`src/inc/besc_pkg.sv`:
```
package besc_pkg;
    // Default widths of the memory bus
    localparam int ADDR_W_DEF = 16;
    localparam int DATA_W_DEF = 8;
    // Idle level of the write strobe; reset level of the output enables and phase two
    localparam logic STROBE_IDLE = 1'b1;
    localparam logic OE_RESET = 1'b0;
    localparam logic PHASE_RESET = 1'b0;
    // Source select encoding of the phase-two clock
    localparam logic SRC_SLOW = 1'b0;
    localparam logic SRC_FAST = 1'b1;
    // Bus ownership modes
    typedef enum logic [1:0] {
        BESC_RUN,
        BESC_STALL,
        BESC_RELEASE
    } besc_mode_t;
endpackage : besc_pkg

```
`src/inc/besc_phase_if.sv`:
```
`timescale 1ns/100ps
interface besc_phase_if;
    logic phase;
    logic rise;
    logic fall;
    modport gen (
        output phase,
        output rise,
        output fall
    );
    modport use_side (
        input phase,
        input rise,
        input fall
    );
endinterface : besc_phase_if

```
`src/core/besc_phase_gen.sv`:
```
`timescale 1ns/100ps
module besc_phase_gen
    import besc_pkg::*;
(
    input wire logic clock,
    input wire logic reset,
    input wire logic clock_enable,
    input wire logic slow_clock_in,
    input wire logic fast_clock_in,
    input wire logic phase_clock_source_select,
    besc_phase_if.gen ph
);
    typedef struct packed {
        logic phase;
        logic rise;
        logic fall;
    } besc_gen_t;

    besc_gen_t gen_reg;
    besc_gen_t gen_next;
    logic src;

    ////////////////////////////////////////////////////////////////////////////////
    always_comb begin
        gen_next = gen_reg;
        src = (phase_clock_source_select == SRC_FAST) ? fast_clock_in : slow_clock_in;
        if (clock_enable) begin
            // Phase runs free of the bus enable level
            gen_next.phase = src;
            gen_next.rise = src && !gen_reg.phase;
            gen_next.fall = !src && gen_reg.phase;
        end
    end

    always_ff @(posedge clock) begin
        if (reset) begin
            gen_reg <= '{phase: PHASE_RESET, rise: 1'b0, fall: 1'b0};
        end else begin
            gen_reg <= gen_next;
        end
    end

    assign ph.phase = gen_reg.phase;
    assign ph.rise = gen_reg.rise;
    assign ph.fall = gen_reg.fall;

    ////////////////////////////////////////////////////////////////////////////////
    a_phase_source: assert property (@(posedge clock) disable iff (reset)
        clock_enable ##1 clock_enable |-> gen_reg.phase ==
            $past(src))
        else $error("phase-two does not follow selected source");

    a_fall_marks: assert property (@(posedge clock) disable iff (reset)
        gen_reg.fall |-> !gen_reg.phase && !gen_reg.rise)
        else $error("fall marker with phase high");
endmodule : besc_phase_gen

```
`src/core/besc_top.sv`:
```
`timescale 1ns/100ps
module besc_top
    import besc_pkg::*;
#(
    parameter int ADDR_W = ADDR_W_DEF,
    parameter int DATA_W = DATA_W_DEF
) (
    input wire logic clock,
    input wire logic reset,
    input wire logic clock_enable,
    input wire logic slow_clock_in,
    input wire logic fast_clock_in,
    input wire logic phase_clock_source_select,
    input wire logic bus_enable_in,
    input wire logic [ADDR_W-1:0] core_addr,
    input wire logic [DATA_W-1:0] core_wdata,
    input wire logic core_write,
    input wire logic [ADDR_W-1:0] addr_in,
    input wire logic [DATA_W-1:0] data_in,
    input wire logic write_strobe_n_in,
    input wire logic [DATA_W-1:0] mem_rdata,
    output logic phase_two_clock_out,
    output logic [ADDR_W-1:0] addr_out,
    output logic addr_oe,
    output logic [DATA_W-1:0] data_out,
    output logic data_oe,
    output logic write_strobe_n,
    output logic write_strobe_n_oe,
    output logic core_ready,
    output logic [DATA_W-1:0] core_rdata,
    output logic [ADDR_W-1:0] mem_addr,
    output logic [DATA_W-1:0] mem_wdata,
    output logic mem_we,
    output logic stalled,
    output logic released
);
    initial begin
        if (ADDR_W < 1 || ADDR_W > 32 || DATA_W < 1 || DATA_W > 32) begin
            $error("besc_top: unsupported bus width");
        end
    end

    typedef struct packed {
        besc_mode_t mode;
        logic cycle_done;
        logic cycle_write;
        logic [ADDR_W-1:0] addr_out;
        logic addr_oe;
        logic [DATA_W-1:0] data_out;
        logic data_oe;
        logic wstrobe_n;
        logic wstrobe_oe;
        logic ready;
        logic [DATA_W-1:0] rdata;
        logic [ADDR_W-1:0] mem_addr;
        logic [DATA_W-1:0] mem_wdata;
        logic mem_we;
        logic stall_flag;
        logic release_flag;
    } besc_state_t;

    besc_state_t st_reg;
    besc_state_t st_next;

    besc_phase_if ph_if ();

    besc_phase_gen u_phase (
        .clock(clock),
        .reset(reset),
        .clock_enable(clock_enable),
        .slow_clock_in(slow_clock_in),
        .fast_clock_in(fast_clock_in),
        .phase_clock_source_select(phase_clock_source_select),
        .ph(ph_if.gen)
    );

    ////////////////////////////////////////////////////////////////////////////////
    always_comb begin
        st_next = st_reg;
        st_next.ready = 1'b0;
        st_next.mem_we = 1'b0;
        if (clock_enable) begin
            // Meaning of bus enable depends on the phase it is seen in
            if (!ph_if.phase) begin
                if (!bus_enable_in) begin
                    st_next.mode = BESC_RELEASE;
                end else if (st_reg.mode == BESC_RELEASE) begin
                    st_next.mode = BESC_RUN;
                end
            end else if (st_reg.mode != BESC_RELEASE) begin
                st_next.mode = bus_enable_in ? BESC_RUN : BESC_STALL;
            end

            // Cycle ends at phase fall only when not stalled or released
            if (ph_if.fall && st_reg.mode == BESC_RUN && !st_reg.cycle_done) begin
                st_next.cycle_done = 1'b1;
                st_next.ready = 1'b1;
                st_next.rdata = data_in;
                st_next.mem_addr = st_reg.addr_out;
                st_next.mem_wdata = st_reg.data_out;
                st_next.mem_we = st_reg.cycle_write;
            end

            // Next cycle starts at phase rise
            if (ph_if.rise && st_reg.cycle_done && st_reg.mode == BESC_RUN) begin
                st_next.cycle_done = 1'b0;
                st_next.cycle_write = core_write;
                st_next.addr_out = core_addr;
                st_next.data_out = core_wdata;
            end

            // Outside master into internal memory
            if (st_reg.mode == BESC_RELEASE) begin
                st_next.mem_addr = addr_in;
                if (ph_if.fall && !write_strobe_n_in) begin
                    st_next.mem_we = 1'b1;
                    st_next.mem_wdata = data_in;
                end
            end

            // Pin drivers; keepers hold addr_out while drivers are off
            st_next.addr_oe = (st_next.mode != BESC_RELEASE);
            st_next.wstrobe_oe = (st_next.mode != BESC_RELEASE);
            st_next.stall_flag = (st_next.mode == BESC_STALL);
            st_next.release_flag = (st_next.mode == BESC_RELEASE);
            st_next.wstrobe_n = !(st_next.wstrobe_oe && st_next.cycle_write &&
                                  !st_next.cycle_done && ph_if.phase);
            if (st_next.mode == BESC_RELEASE) begin
                st_next.data_oe = write_strobe_n_in && ph_if.phase;
                st_next.data_out = mem_rdata;
            end else begin
                st_next.data_oe = st_next.cycle_write && !st_next.cycle_done;
            end
        end
    end

    always_ff @(posedge clock) begin
        if (reset) begin
            st_reg <= '{mode: BESC_RUN, cycle_done: 1'b1, cycle_write: 1'b0,
                        addr_out: '0, addr_oe: OE_RESET, data_out: '0, data_oe: OE_RESET,
                        wstrobe_n: STROBE_IDLE, wstrobe_oe: OE_RESET, ready: 1'b0,
                        rdata: '0, mem_addr: '0, mem_wdata: '0, mem_we: 1'b0,
                        stall_flag: 1'b0, release_flag: 1'b0};
        end else begin
            st_reg <= st_next;
        end
    end

    ////////////////////////////////////////////////////////////////////////////////
    assign phase_two_clock_out = ph_if.phase;
    assign addr_out = st_reg.addr_out;
    assign addr_oe = st_reg.addr_oe;
    assign data_out = st_reg.data_out;
    assign data_oe = st_reg.data_oe;
    assign write_strobe_n = st_reg.wstrobe_n;
    assign write_strobe_n_oe = st_reg.wstrobe_oe;
    assign core_ready = st_reg.ready;
    assign core_rdata = st_reg.rdata;
    assign mem_addr = st_reg.mem_addr;
    assign mem_wdata = st_reg.mem_wdata;
    assign mem_we = st_reg.mem_we;
    assign stalled = st_reg.stall_flag;
    assign released = st_reg.release_flag;

    ////////////////////////////////////////////////////////////////////////////////
    a_stall_in_high: assert property (@(posedge clock) disable iff (reset)
        clock_enable && ph_if.phase && !bus_enable_in && st_reg.mode != BESC_RELEASE
        |=> st_reg.mode == BESC_STALL)
        else $error("enable low in high phase did not stall");

    a_release_in_low: assert property (@(posedge clock) disable iff (reset)
        clock_enable && !ph_if.phase && !bus_enable_in
        |=> !st_reg.addr_oe && !st_reg.wstrobe_oe)
        else $error("enable low in low phase kept address drivers on");

    a_stall_bus_driven: assert property (@(posedge clock) disable iff (reset)
        st_reg.mode == BESC_STALL |-> st_reg.addr_oe && st_reg.wstrobe_oe)
        else $error("stall released the memory bus");

    a_phase_in_stall: assert property (@(posedge clock) disable iff (reset)
        clock_enable && st_reg.mode == BESC_STALL && ph_if.phase && !slow_clock_in
        && !fast_clock_in ##1 clock_enable |-> !ph_if.phase)
        else $error("phase two frozen during stall");

    a_hold_stall: assert property (@(posedge clock) disable iff (reset)
        st_reg.mode == BESC_STALL |=> $stable(st_reg.addr_out) && !st_reg.ready)
        else $error("bus cycle changed while stalled");

    a_ready_only_run: assert property (@(posedge clock) disable iff (reset)
        st_reg.ready |-> $past(st_reg.mode) == BESC_RUN && $past(ph_if.fall))
        else $error("cycle completed outside a running fall");

    a_dma_write: assert property (@(posedge clock) disable iff (reset)
        clock_enable && st_reg.mode == BESC_RELEASE && ph_if.fall && !write_strobe_n_in
        |=> st_reg.mem_we && st_reg.mem_addr == $past(addr_in)
            && st_reg.mem_wdata == $past(data_in))
        else $error("outside master write not passed to memory");

    a_dma_read: assert property (@(posedge clock) disable iff (reset)
        clock_enable && st_reg.mode == BESC_RELEASE && !ph_if.phase && !bus_enable_in
        && write_strobe_n_in |=> !st_reg.data_oe && st_reg.data_out == $past(mem_rdata))
        else $error("outside master read data wrong");

    a_keeper_hold: assert property (@(posedge clock) disable iff (reset)
        st_reg.mode == BESC_RELEASE ##1 st_reg.mode == BESC_RELEASE
        |-> $stable(st_reg.addr_out))
        else $error("address level lost while drivers off");

    a_resume_high: assert property (@(posedge clock) disable iff (reset)
        clock_enable && st_reg.mode == BESC_STALL && ph_if.phase && bus_enable_in
        |=> st_reg.mode == BESC_RUN && !st_reg.stall_flag)
        else $error("stall not lifted in high phase with enable high");
endmodule : besc_top

```
`config.mk`:
```
export PLATFORM = sky130hd
export DESIGN_NAME = besc_top
export DESIGN_NICKNAME = d
export VERILOG_FILES = /design/src/inc/besc_pkg.sv /design/src/inc/besc_phase_if.sv /design/src/core/besc_phase_gen.sv /design/src/core/besc_top.sv
export SDC_FILE = /design/constraint.sdc
export NUM_CORES = 1
export LEC_CHECK = 0
export BUFFER_PORTS_ARGS = -buffer_cell sky130_fd_sc_hd__buf_2
export CORE_MARGIN = 1.5
export CORE_UTILIZATION = 49
export CTS_CLUSTER_DIAMETER = 30
export DETAILED_ROUTE_END_ITERATION = 12
export GPL_TIMING_DRIVEN = 0
export PLACE_DENSITY = 0.8
export SLEW_MARGIN = 0
export SYNTH_ARGS = -nofsm -noshare
export SYNTH_HDL_FRONTEND = slang
export SYNTH_SLANG_ARGS = --single-unit
```
`constraint.sdc`:
```
create_clock -name clock -period 1.6 [get_ports clock]
set_input_delay 0.08 -clock clock [delete_from_list [all_inputs] [get_ports clock]]
set_output_delay 0.08 -clock clock [all_outputs]
set_load 0.02 [all_outputs]
```
==> results of run 1 <==
[power by group]
group	internal (W)	switching, W	total [W]	leakage [nW]
Clock	0.000798	0.000639	0.00144	0.106
Sequential	0.00181	0.0000596	0.00187	0.570
Combinational	0.000328	0.000347	0.000675	1.59
Total	0.00293	0.00105	0.00398	2.27
[stage by stage]
step | instance area, sq um | instances | power, W
global placement | 4090 | 601 | 0.00246
floorplan | 3350 | 396 | 0.00227
global route | 4730 | 649 | 0.00413
finish | 4730 | 649 | 0.00398
CTS | 4590 | 641 | 0.00394
detailed placement | 4090 | 601 | 0.00248
[worst paths after layout]
| check | from | cells after the start | slack (ns) | endpoint |
|---|---|---|---|---|
| setup reg to reg | st_reg[67] | 5 | -0.01 | data_oe |
| setup / recovery | st_reg[67] | 5 | -0.01 | data_oe |
| hold / removal | data_in[7] | 3 | 0.01 | core_rdata[7] |
| hold reg to reg | core_rdata[4] | 2 | 0.46 | core_rdata[4] |
[synth_stat cells, types with 7 or more instances]
cell | count | area (sq um)
sky130_fd_sc_hd__dfxtp_1 | 70 | 1400
sky130_fd_sc_hd__buf_4 | 57 | 428
sky130_fd_sc_hd__nand2_1 | 53 | 199
sky130_fd_sc_hd__nor2_1 | 44 | 165
sky130_fd_sc_hd__a21oi_1 | 32 | 160
sky130_fd_sc_hd__nor3_1 | 26 | 130
sky130_fd_sc_hd__a221oi_1 | 16 | 140
sky130_fd_sc_hd__clkbuf_1 | 16 | 60.1
sky130_fd_sc_hd__mux2i_1 | 11 | 110
sky130_fd_sc_hd__a221o_1 | 8 | 80.1
sky130_fd_sc_hd__buf_2 | 8 | 40.0
sky130_fd_sc_hd__o22ai_1 | 7 | 43.8
[routing by layer]
metal  part of all wire, %  vias to the layer above
met2                    50                      132
met3                   5.7                       20
li1                      -                     1665
met5                     0                        -
met1                    42                     1605
met4                   1.9                        0
[critical path, delay by kind of cell, from the launching register on]
kind,cells,cell delay [ns]
AND/OR/NAND/NOR,1,0.39
buffers and inverters,1,0.15
flip-flops,1,0.37
AO/OA/AOI/OAI,3,0.57
[cells by family after synthesis]
family	after synthesis
compound gates	82
flops	70
mux	11
buf+inv	89
simple gates	144
[layout make-up]
cell class	instances	area (sq um)	share of cell area [%]
flip-flops and latches	70	1410	29.8
repair buffers	166	1010	21.3
multi-input cells	237	1430	30.3
clock inverters	4	45.0	0.952
plain buffers	79	566	12.0
clock buffers	12	155	3.28
well taps	77	96.3	2.04
inverters	4	15.0	0.317
[cells in the final DEF (no fill, tap or decap), types with 14 or more instances in the layout]
cell type / count
sky130_fd_sc_hd__buf_2: 134
sky130_fd_sc_hd__buf_4: 67
sky130_fd_sc_hd__dfxtp_1: 66
sky130_fd_sc_hd__nand2_1: 53
sky130_fd_sc_hd__nor2_1: 44
sky130_fd_sc_hd__a21oi_1: 32
sky130_fd_sc_hd__dlygate4sd3_1: 28
sky130_fd_sc_hd__nor3_1: 26
sky130_fd_sc_hd__a221oi_1: 14
[timing repair]
item | CTS | global route
gates cloned | 0 | 0
hold buffers | 28 | 0
resized for setup | 6 | 23
setup endpoints to repair | 47 | 44
pin swaps | 1 | 10
hold endpoints to repair | 28 | 0
setup buffers | 1 | 9
==> metrics.txt, run 1 <==
# TYPE chip_impl_metric gauge
chip_impl_info{name="result_of_the_run",value="finished, violations left"} 1
chip_impl_info{name="failed_checks",value="setup timing"} 1
chip_impl_metric{name="syn_avg_cell_area",unit="sq um"} 8.46
chip_impl_metric{name="number_of_warnings_issued_by_yosys",unit=""} 0
chip_impl_info{name="clk_root_buffer_cell",value="sky130_fd_sc_hd__clkbuf_8"} 1
chip_impl_info{name="timing.critical_path.slowest_stage_cell",value="sky130_fd_sc_hd__or3b_1"} 1
chip_impl_metric{name="cell_count_after_synthesis",unit=""} 396
chip_impl_metric{name="power_density",unit="nW/um^2"} 841
chip_impl_metric{name="insertedDiodeCount",unit=""} 0
chip_impl_info{name="timing_worst_setup_path_type",value="reg -> reg"} 1
chip_impl_metric{name="cap_violations",unit=""} 0
chip_impl_metric{name="min_period_over_period",unit="%"} 101
chip_impl_metric{name="cp.required",unit="ns"} 1.79
chip_impl_metric{name="maxSlewViolCount",unit=""} 0
chip_impl_metric{name="dp_hpwl",unit="microns"} 6420
chip_impl_metric{name="globalRouteOverflowTotal",unit=""} 0
chip_impl_metric{name="buffer_ports.inserted",unit=""} 128
chip_impl_metric{name="final.fill_count",unit=""} 496
chip_impl_metric{name="use_met2",unit="%"} 41.1
chip_impl_metric{name="synth_compound_area_share",unit="%"} 17.7
chip_impl_metric{name="firstDrtPassIters",unit=""} 5
chip_impl_metric{name="cp_data_arrival_time",unit="ns"} 1.80
chip_impl_metric{name="final_core_util",unit="%"} 72.8
chip_impl_metric{name="post_synth_instance_area",unit="sq um"} 3350
chip_impl_info{name="worst_setup_path_end_kind",value="flip-flop"} 1
chip_impl_metric{name="antenna_found_initial",unit=""} 0
chip_impl_metric{name="synth_nets",unit=""} 461
chip_impl_info{name="setup_repair_after_global_routing_missed_its_margin",value="yes"} 1
chip_impl_info{name="timing.critical_path.cells",value="buf_6 -> or3b_1 -> a32o_2 -> a32oi_1 -> a211oi_1"} 1
chip_impl_metric{name="global_route.usage.total",unit="%"} 24.5
chip_impl_metric{name="clock_sinks",unit=""} 70
chip_impl_metric{name="io-pin-count",unit=""} 130
chip_impl_metric{name="h-tree-depth",unit=""} 3
chip_impl_metric{name="cts_made_buffers",unit=""} 9
chip_impl_metric{name="drtIter0Drc",unit=""} 238
chip_impl_metric{name="core_footprint",unit="sq um"} 6490
chip_impl_metric{name="die_area",unit="sq um"} 7340
chip_impl_metric{name="global_route.usage.met3",unit="%"} 4.33
chip_impl_metric{name="synth_sequential_area_ratio",unit="%"} 41.8
chip_impl_metric{name="post_synth_fa_ha_maj_area_fraction",unit="%"} 0
chip_impl_metric{name="synth-simple-area-share",unit="%"} 19.9
chip_impl_metric{name="max-clock-path-buffers",unit=""} 2
chip_impl_metric{name="setup_total_negative_slack",unit="ns"} -0.0107
chip_impl_metric{name="grt_start_max_net_pins",unit=""} 20
chip_impl_metric{name="timing.max_slew.rel_slack",unit="%"} 62.9
chip_impl_metric{name="leakage",unit="nW"} 2.27
chip_impl_metric{name="worst-slew-pin-transition",unit="ns"} 0.556
chip_impl_metric{name="ys_seq_elements",unit=""} 70
chip_impl_metric{name="vdd.ir_drop.worst",unit="V"} 0.000685
chip_impl_metric{name="finalCriticalPeriod",unit="ns"} 1.61
chip_impl_info{name="tritoncts",value="done"} 1
chip_impl_metric{name="wl",unit="microns"} 9670
chip_impl_metric{name="fin_worst_skew",unit="ns"} 0.00840
chip_impl_metric{name="post_route_cells_drive_above_1_share",unit="%"} 42.8
chip_impl_metric{name="gpl.final_weighted_congestion",unit=""} 0.886
chip_impl_metric{name="postSynth.asyncResetShare",unit="%"} 0
chip_impl_metric{name="timing.critical_path.fanout_max",unit=""} 10
chip_impl_metric{name="synthMuxAreaShare",unit="%"} 3.29
chip_impl_metric{name="first_global_vias",unit=""} 3124
chip_impl_metric{name="grt_first_pass_wirelength",unit="microns"} 14200
chip_impl_metric{name="grt.met1_usage",unit="%"} 30.6
chip_impl_info{name="min_path_type",value="in -> reg"} 1
chip_impl_metric{name="layout.nets",unit=""} 632
chip_impl_metric{name="synth_enable_flop_cells",unit=""} 0
chip_impl_metric{name="post_synth_xor_area_fraction",unit="%"} 0
chip_impl_metric{name="netlist-cell-type-count",unit=""} 48
chip_impl_info{name="synth_top_family_by_area",value="simple AND/OR/NAND/NOR gates"} 1
chip_impl_metric{name="skew_pair_late_insertion_delay",unit="ns"} 0.34
chip_impl_metric{name="route.vias.total",unit=""} 3422
chip_impl_metric{name="dp_slack",unit="ns"} -0.0886
chip_impl_info{name="predominant_post_synthesis_flop_cell",value="sky130_fd_sc_hd__dfxtp_1"} 1
chip_impl_metric{name="floorplan.initialDensity",unit="%"} 51.6
chip_impl_metric{name="worst_setup_hold_path_clk_slew",unit="ns"} 0.07
chip_impl_metric{name="detail_route.wl_per_cell",unit="microns"} 14.9
chip_impl_info{name="grt_busiest_layer",value="met2"} 1
chip_impl_metric{name="finalHoldViolCount",unit=""} 0
chip_impl_info{name="worstSetupStartpointType",value="flip-flop"} 1
chip_impl_metric{name="post-route-drc-count",unit=""} 0
chip_impl_metric{name="timing.final.setup_violations",unit=""} 1
chip_impl_metric{name="detail_route_antenna_nets",unit=""} 0
chip_impl_metric{name="critical-path-max-stage-delay",unit="ns"} 0.39
chip_impl_metric{name="holdWs",unit="ns"} 0.0117
chip_impl_metric{name="layout_setup_ws",unit="ns"} -0.0107
chip_impl_metric{name="max_clock_freq",unit="GHz"} 0.621
chip_impl_metric{name="die_w",unit="microns"} 85.7
chip_impl_metric{name="route.detailed.vias_per_inst",unit=""} 5.27
chip_impl_metric{name="placementRows",unit=""} 29
chip_impl_metric{name="area_delta_synth_final",unit="%"} 41.2
chip_impl_metric{name="floorplan.die.height",unit="microns"} 85.7
No activity file was read; power rests on OpenSTA's default activity.
==> inputs of run 2 (changes only) <==
Settings changed: RECOVER_POWER set to 100.
==> metrics.txt, run 2 (same netlist as run 1, synthesis figures left out) <==
# TYPE chip_impl_metric gauge
chip_impl_metric{name="timing.final.setup_violations",unit=""} 1
chip_impl_metric{name="buffer_ports.inserted",unit=""} 128
chip_impl_info{name="hold_path_startpoint",value="data_in[3]"} 1
chip_impl_metric{name="die_area",unit="sq um"} 7340
chip_impl_metric{name="dp_hpwl",unit="microns"} 6420
chip_impl_metric{name="wl",unit="microns"} 9700
chip_impl_metric{name="insertedDiodeCount",unit=""} 0
chip_impl_info{name="cp_top_family",value="compound AO/OA/AOI/OAI gates"} 1
chip_impl_metric{name="route.vias.total",unit=""} 3391
chip_impl_metric{name="layout_setup_ws",unit="ns"} -0.00455
chip_impl_metric{name="post_route_cells_drive_above_1_share",unit="%"} 31.5
chip_impl_info{name="worst_setup_path_end_kind",value="flip-flop"} 1
chip_impl_info{name="timing_worst_setup_path_type",value="reg -> reg"} 1
chip_impl_metric{name="finalHoldViolCount",unit=""} 0
chip_impl_metric{name="min_period_over_period",unit="%"} 100
chip_impl_metric{name="fin_worst_skew",unit="ns"} 0.00862
chip_impl_metric{name="antenna_found_initial",unit=""} 0
chip_impl_metric{name="dpl_cell_area",unit="sq um"} 4090
chip_impl_metric{name="cp.required",unit="ns"} 1.79
chip_impl_metric{name="cp.buffers_inverters",unit=""} 1
chip_impl_metric{name="area_delta_synth_final",unit="%"} 38.7
chip_impl_metric{name="final_core_util",unit="%"} 71.6
chip_impl_metric{name="max_clock_freq",unit="GHz"} 0.623
chip_impl_metric{name="vdd.ir_drop.worst",unit="V"} 0.000682
chip_impl_metric{name="cp_data_arrival_time",unit="ns"} 1.80
chip_impl_metric{name="timing.critical_path.fanout_max",unit=""} 10
chip_impl_metric{name="skew_pair_late_insertion_delay",unit="ns"} 0.34
chip_impl_metric{name="clock_sinks",unit=""} 70
chip_impl_metric{name="placementRows",unit=""} 29
chip_impl_info{name="clk_root_buffer_cell",value="sky130_fd_sc_hd__clkbuf_8"} 1
chip_impl_metric{name="grt_first_pass_wirelength",unit="microns"} 14200
chip_impl_metric{name="fin_area",unit="sq um"} 4650
chip_impl_info{name="setup_repair_after_global_routing_missed_its_margin",value="yes"} 1
chip_impl_info{name="min_path_type",value="in -> reg"} 1
chip_impl_info{name="failed_checks",value="setup timing"} 1
chip_impl_metric{name="h-tree-depth",unit=""} 3
chip_impl_metric{name="leakage",unit="nW"} 1.99
chip_impl_metric{name="grt_start_max_net_pins",unit=""} 20
chip_impl_metric{name="global_route.usage.total",unit="%"} 24.5
chip_impl_metric{name="gpl.final_weighted_congestion",unit=""} 0.886
chip_impl_metric{name="timing.max_slew.rel_slack",unit="%"} 63.2
chip_impl_info{name="result_of_the_run",value="finished, violations left"} 1
chip_impl_metric{name="globalRouteOverflowTotal",unit=""} 0
chip_impl_metric{name="final.fill_count",unit=""} 537
chip_impl_metric{name="holdWs",unit="ns"} 0.0131
chip_impl_metric{name="design_power_total",unit="W"} 0.00396
chip_impl_metric{name="detail_route.wl_per_cell",unit="microns"} 14.9
chip_impl_metric{name="floorplan.initialDensity",unit="%"} 51.6
chip_impl_metric{name="cts_made_buffers",unit=""} 9
chip_impl_metric{name="worst_setup_hold_path_clk_slew",unit="ns"} 0.07
chip_impl_metric{name="post-route-drc-count",unit=""} 0
chip_impl_metric{name="floorplan.die.height",unit="microns"} 85.7
chip_impl_info{name="timing.critical_path.slowest_stage_cell",value="sky130_fd_sc_hd__or3b_1"} 1
chip_impl_metric{name="maxSlewViolCount",unit=""} 0
chip_impl_metric{name="power_density",unit="nW/um^2"} 853
chip_impl_info{name="worstSetupStartpointType",value="flip-flop"} 1
chip_impl_info{name="timing.critical_path.cells",value="buf_6 -> or3b_1 -> a32o_2 -> a32oi_1 -> a211oi_1"} 1
chip_impl_info{name="top_library_cells_by_usage_in_the_layout_fill_and_taps_aside",value="sky130_fd_sc_hd__clkbuf_1, sky130_fd_sc_hd__buf_2, sky130_fd_sc_hd__buf_4"} 1
chip_impl_info{name="tritoncts",value="done"} 1
chip_impl_metric{name="firstDrtPassIters",unit=""} 4
chip_impl_metric{name="route.detailed.vias_per_inst",unit=""} 5.22
chip_impl_metric{name="cap_violations",unit=""} 0
chip_impl_metric{name="max-clock-path-buffers",unit=""} 2
chip_impl_info{name="critical_path.reg2reg.startpoint",value="st_reg[67]"} 1
chip_impl_metric{name="worst-slew-pin-transition",unit="ns"} 0.552
chip_impl_metric{name="first_global_vias",unit=""} 3124
chip_impl_metric{name="layout.nets",unit=""} 632
chip_impl_metric{name="critical-path-max-stage-delay",unit="ns"} 0.39
chip_impl_info{name="setup.worst_path.start",value="st_reg[67]"} 1
chip_impl_metric{name="finalCriticalPeriod",unit="ns"} 1.60
chip_impl_metric{name="detail_route_antenna_nets",unit=""} 0
chip_impl_info{name="layout_commonest_cell",value="sky130_fd_sc_hd__clkbuf_1"} 1
chip_impl_metric{name="core_footprint",unit="sq um"} 6490
chip_impl_metric{name="die_w",unit="microns"} 85.7
chip_impl_metric{name="io-pin-count",unit=""} 130
chip_impl_metric{name="drtIter0Drc",unit=""} 223
## run 2: metal layers
metal	track usage [%]	vias up	routed length, microns
met5	0	-	0
met4	11.7	0	165
met3	4.33	14	589
met2	41.1	134	4890
met1	30.6	1579	4050
li1	-	1664	-
## run 2: where the power goes
group | internal, W | switching (W) | total (W)
combinational | 0.000311 | 0.000349 | 0.000660
clock | 0.000798 | 0.000639 | 0.00144
sequential | 0.00181 | 0.0000593 | 0.00187
total | 0.00292 | 0.00105 | 0.00396
## run 2: metrics by stage
step,worst slack [ns],cells,TNS [ns]
2_1_floorplan,0.109,396,0
3_3_place_gp,-0.0753,601,-1.04
3_5_place_dp,-0.0886,601,-1.70
4_1_cts,0.00185,641,0
5_1_grt,-0.0507,649,-0.443
6_report,-0.00455,649,-0.00455
## run 2: layout make-up
class	instances	area, sq um	share of cell area [%]
flip-flops and latches	70	1410	30.4
multi-input cells	237	1430	30.8
clock buffers	12	155	3.34
repair buffers	166	927	19.9
plain buffers	79	566	12.2
well taps	77	96.3	2.07
clock inverters	4	45.0	0.969
inverters	4	15.0	0.323
## run 2: worst reg2reg max path, stage by stage (launching register included)
cell                       delay, ns
sky130_fd_sc_hd__dfxtp_4        0.37
sky130_fd_sc_hd__buf_6          0.15
sky130_fd_sc_hd__or3b_1         0.39
sky130_fd_sc_hd__a32o_2         0.31
sky130_fd_sc_hd__a32oi_1        0.15
sky130_fd_sc_hd__a211oi_1       0.10
## run 2: final timing paths
kind	endpoint	slack [ns]	cells past startpoint
min reg2reg	core_rdata[4]	0.46	2
min	core_rdata[3]	0.01	3
max	data_oe	-0.005	5
max reg2reg	data_oe	-0.005	5
## run 2: what timing repair did
action	CTS	global route
setup buffers	1	9
endpoints found under the hold margin	28	0
gates resized for setup	6	23
hold buffers	28	0
pin swaps	1	10
setup endpoints to repair	47	44
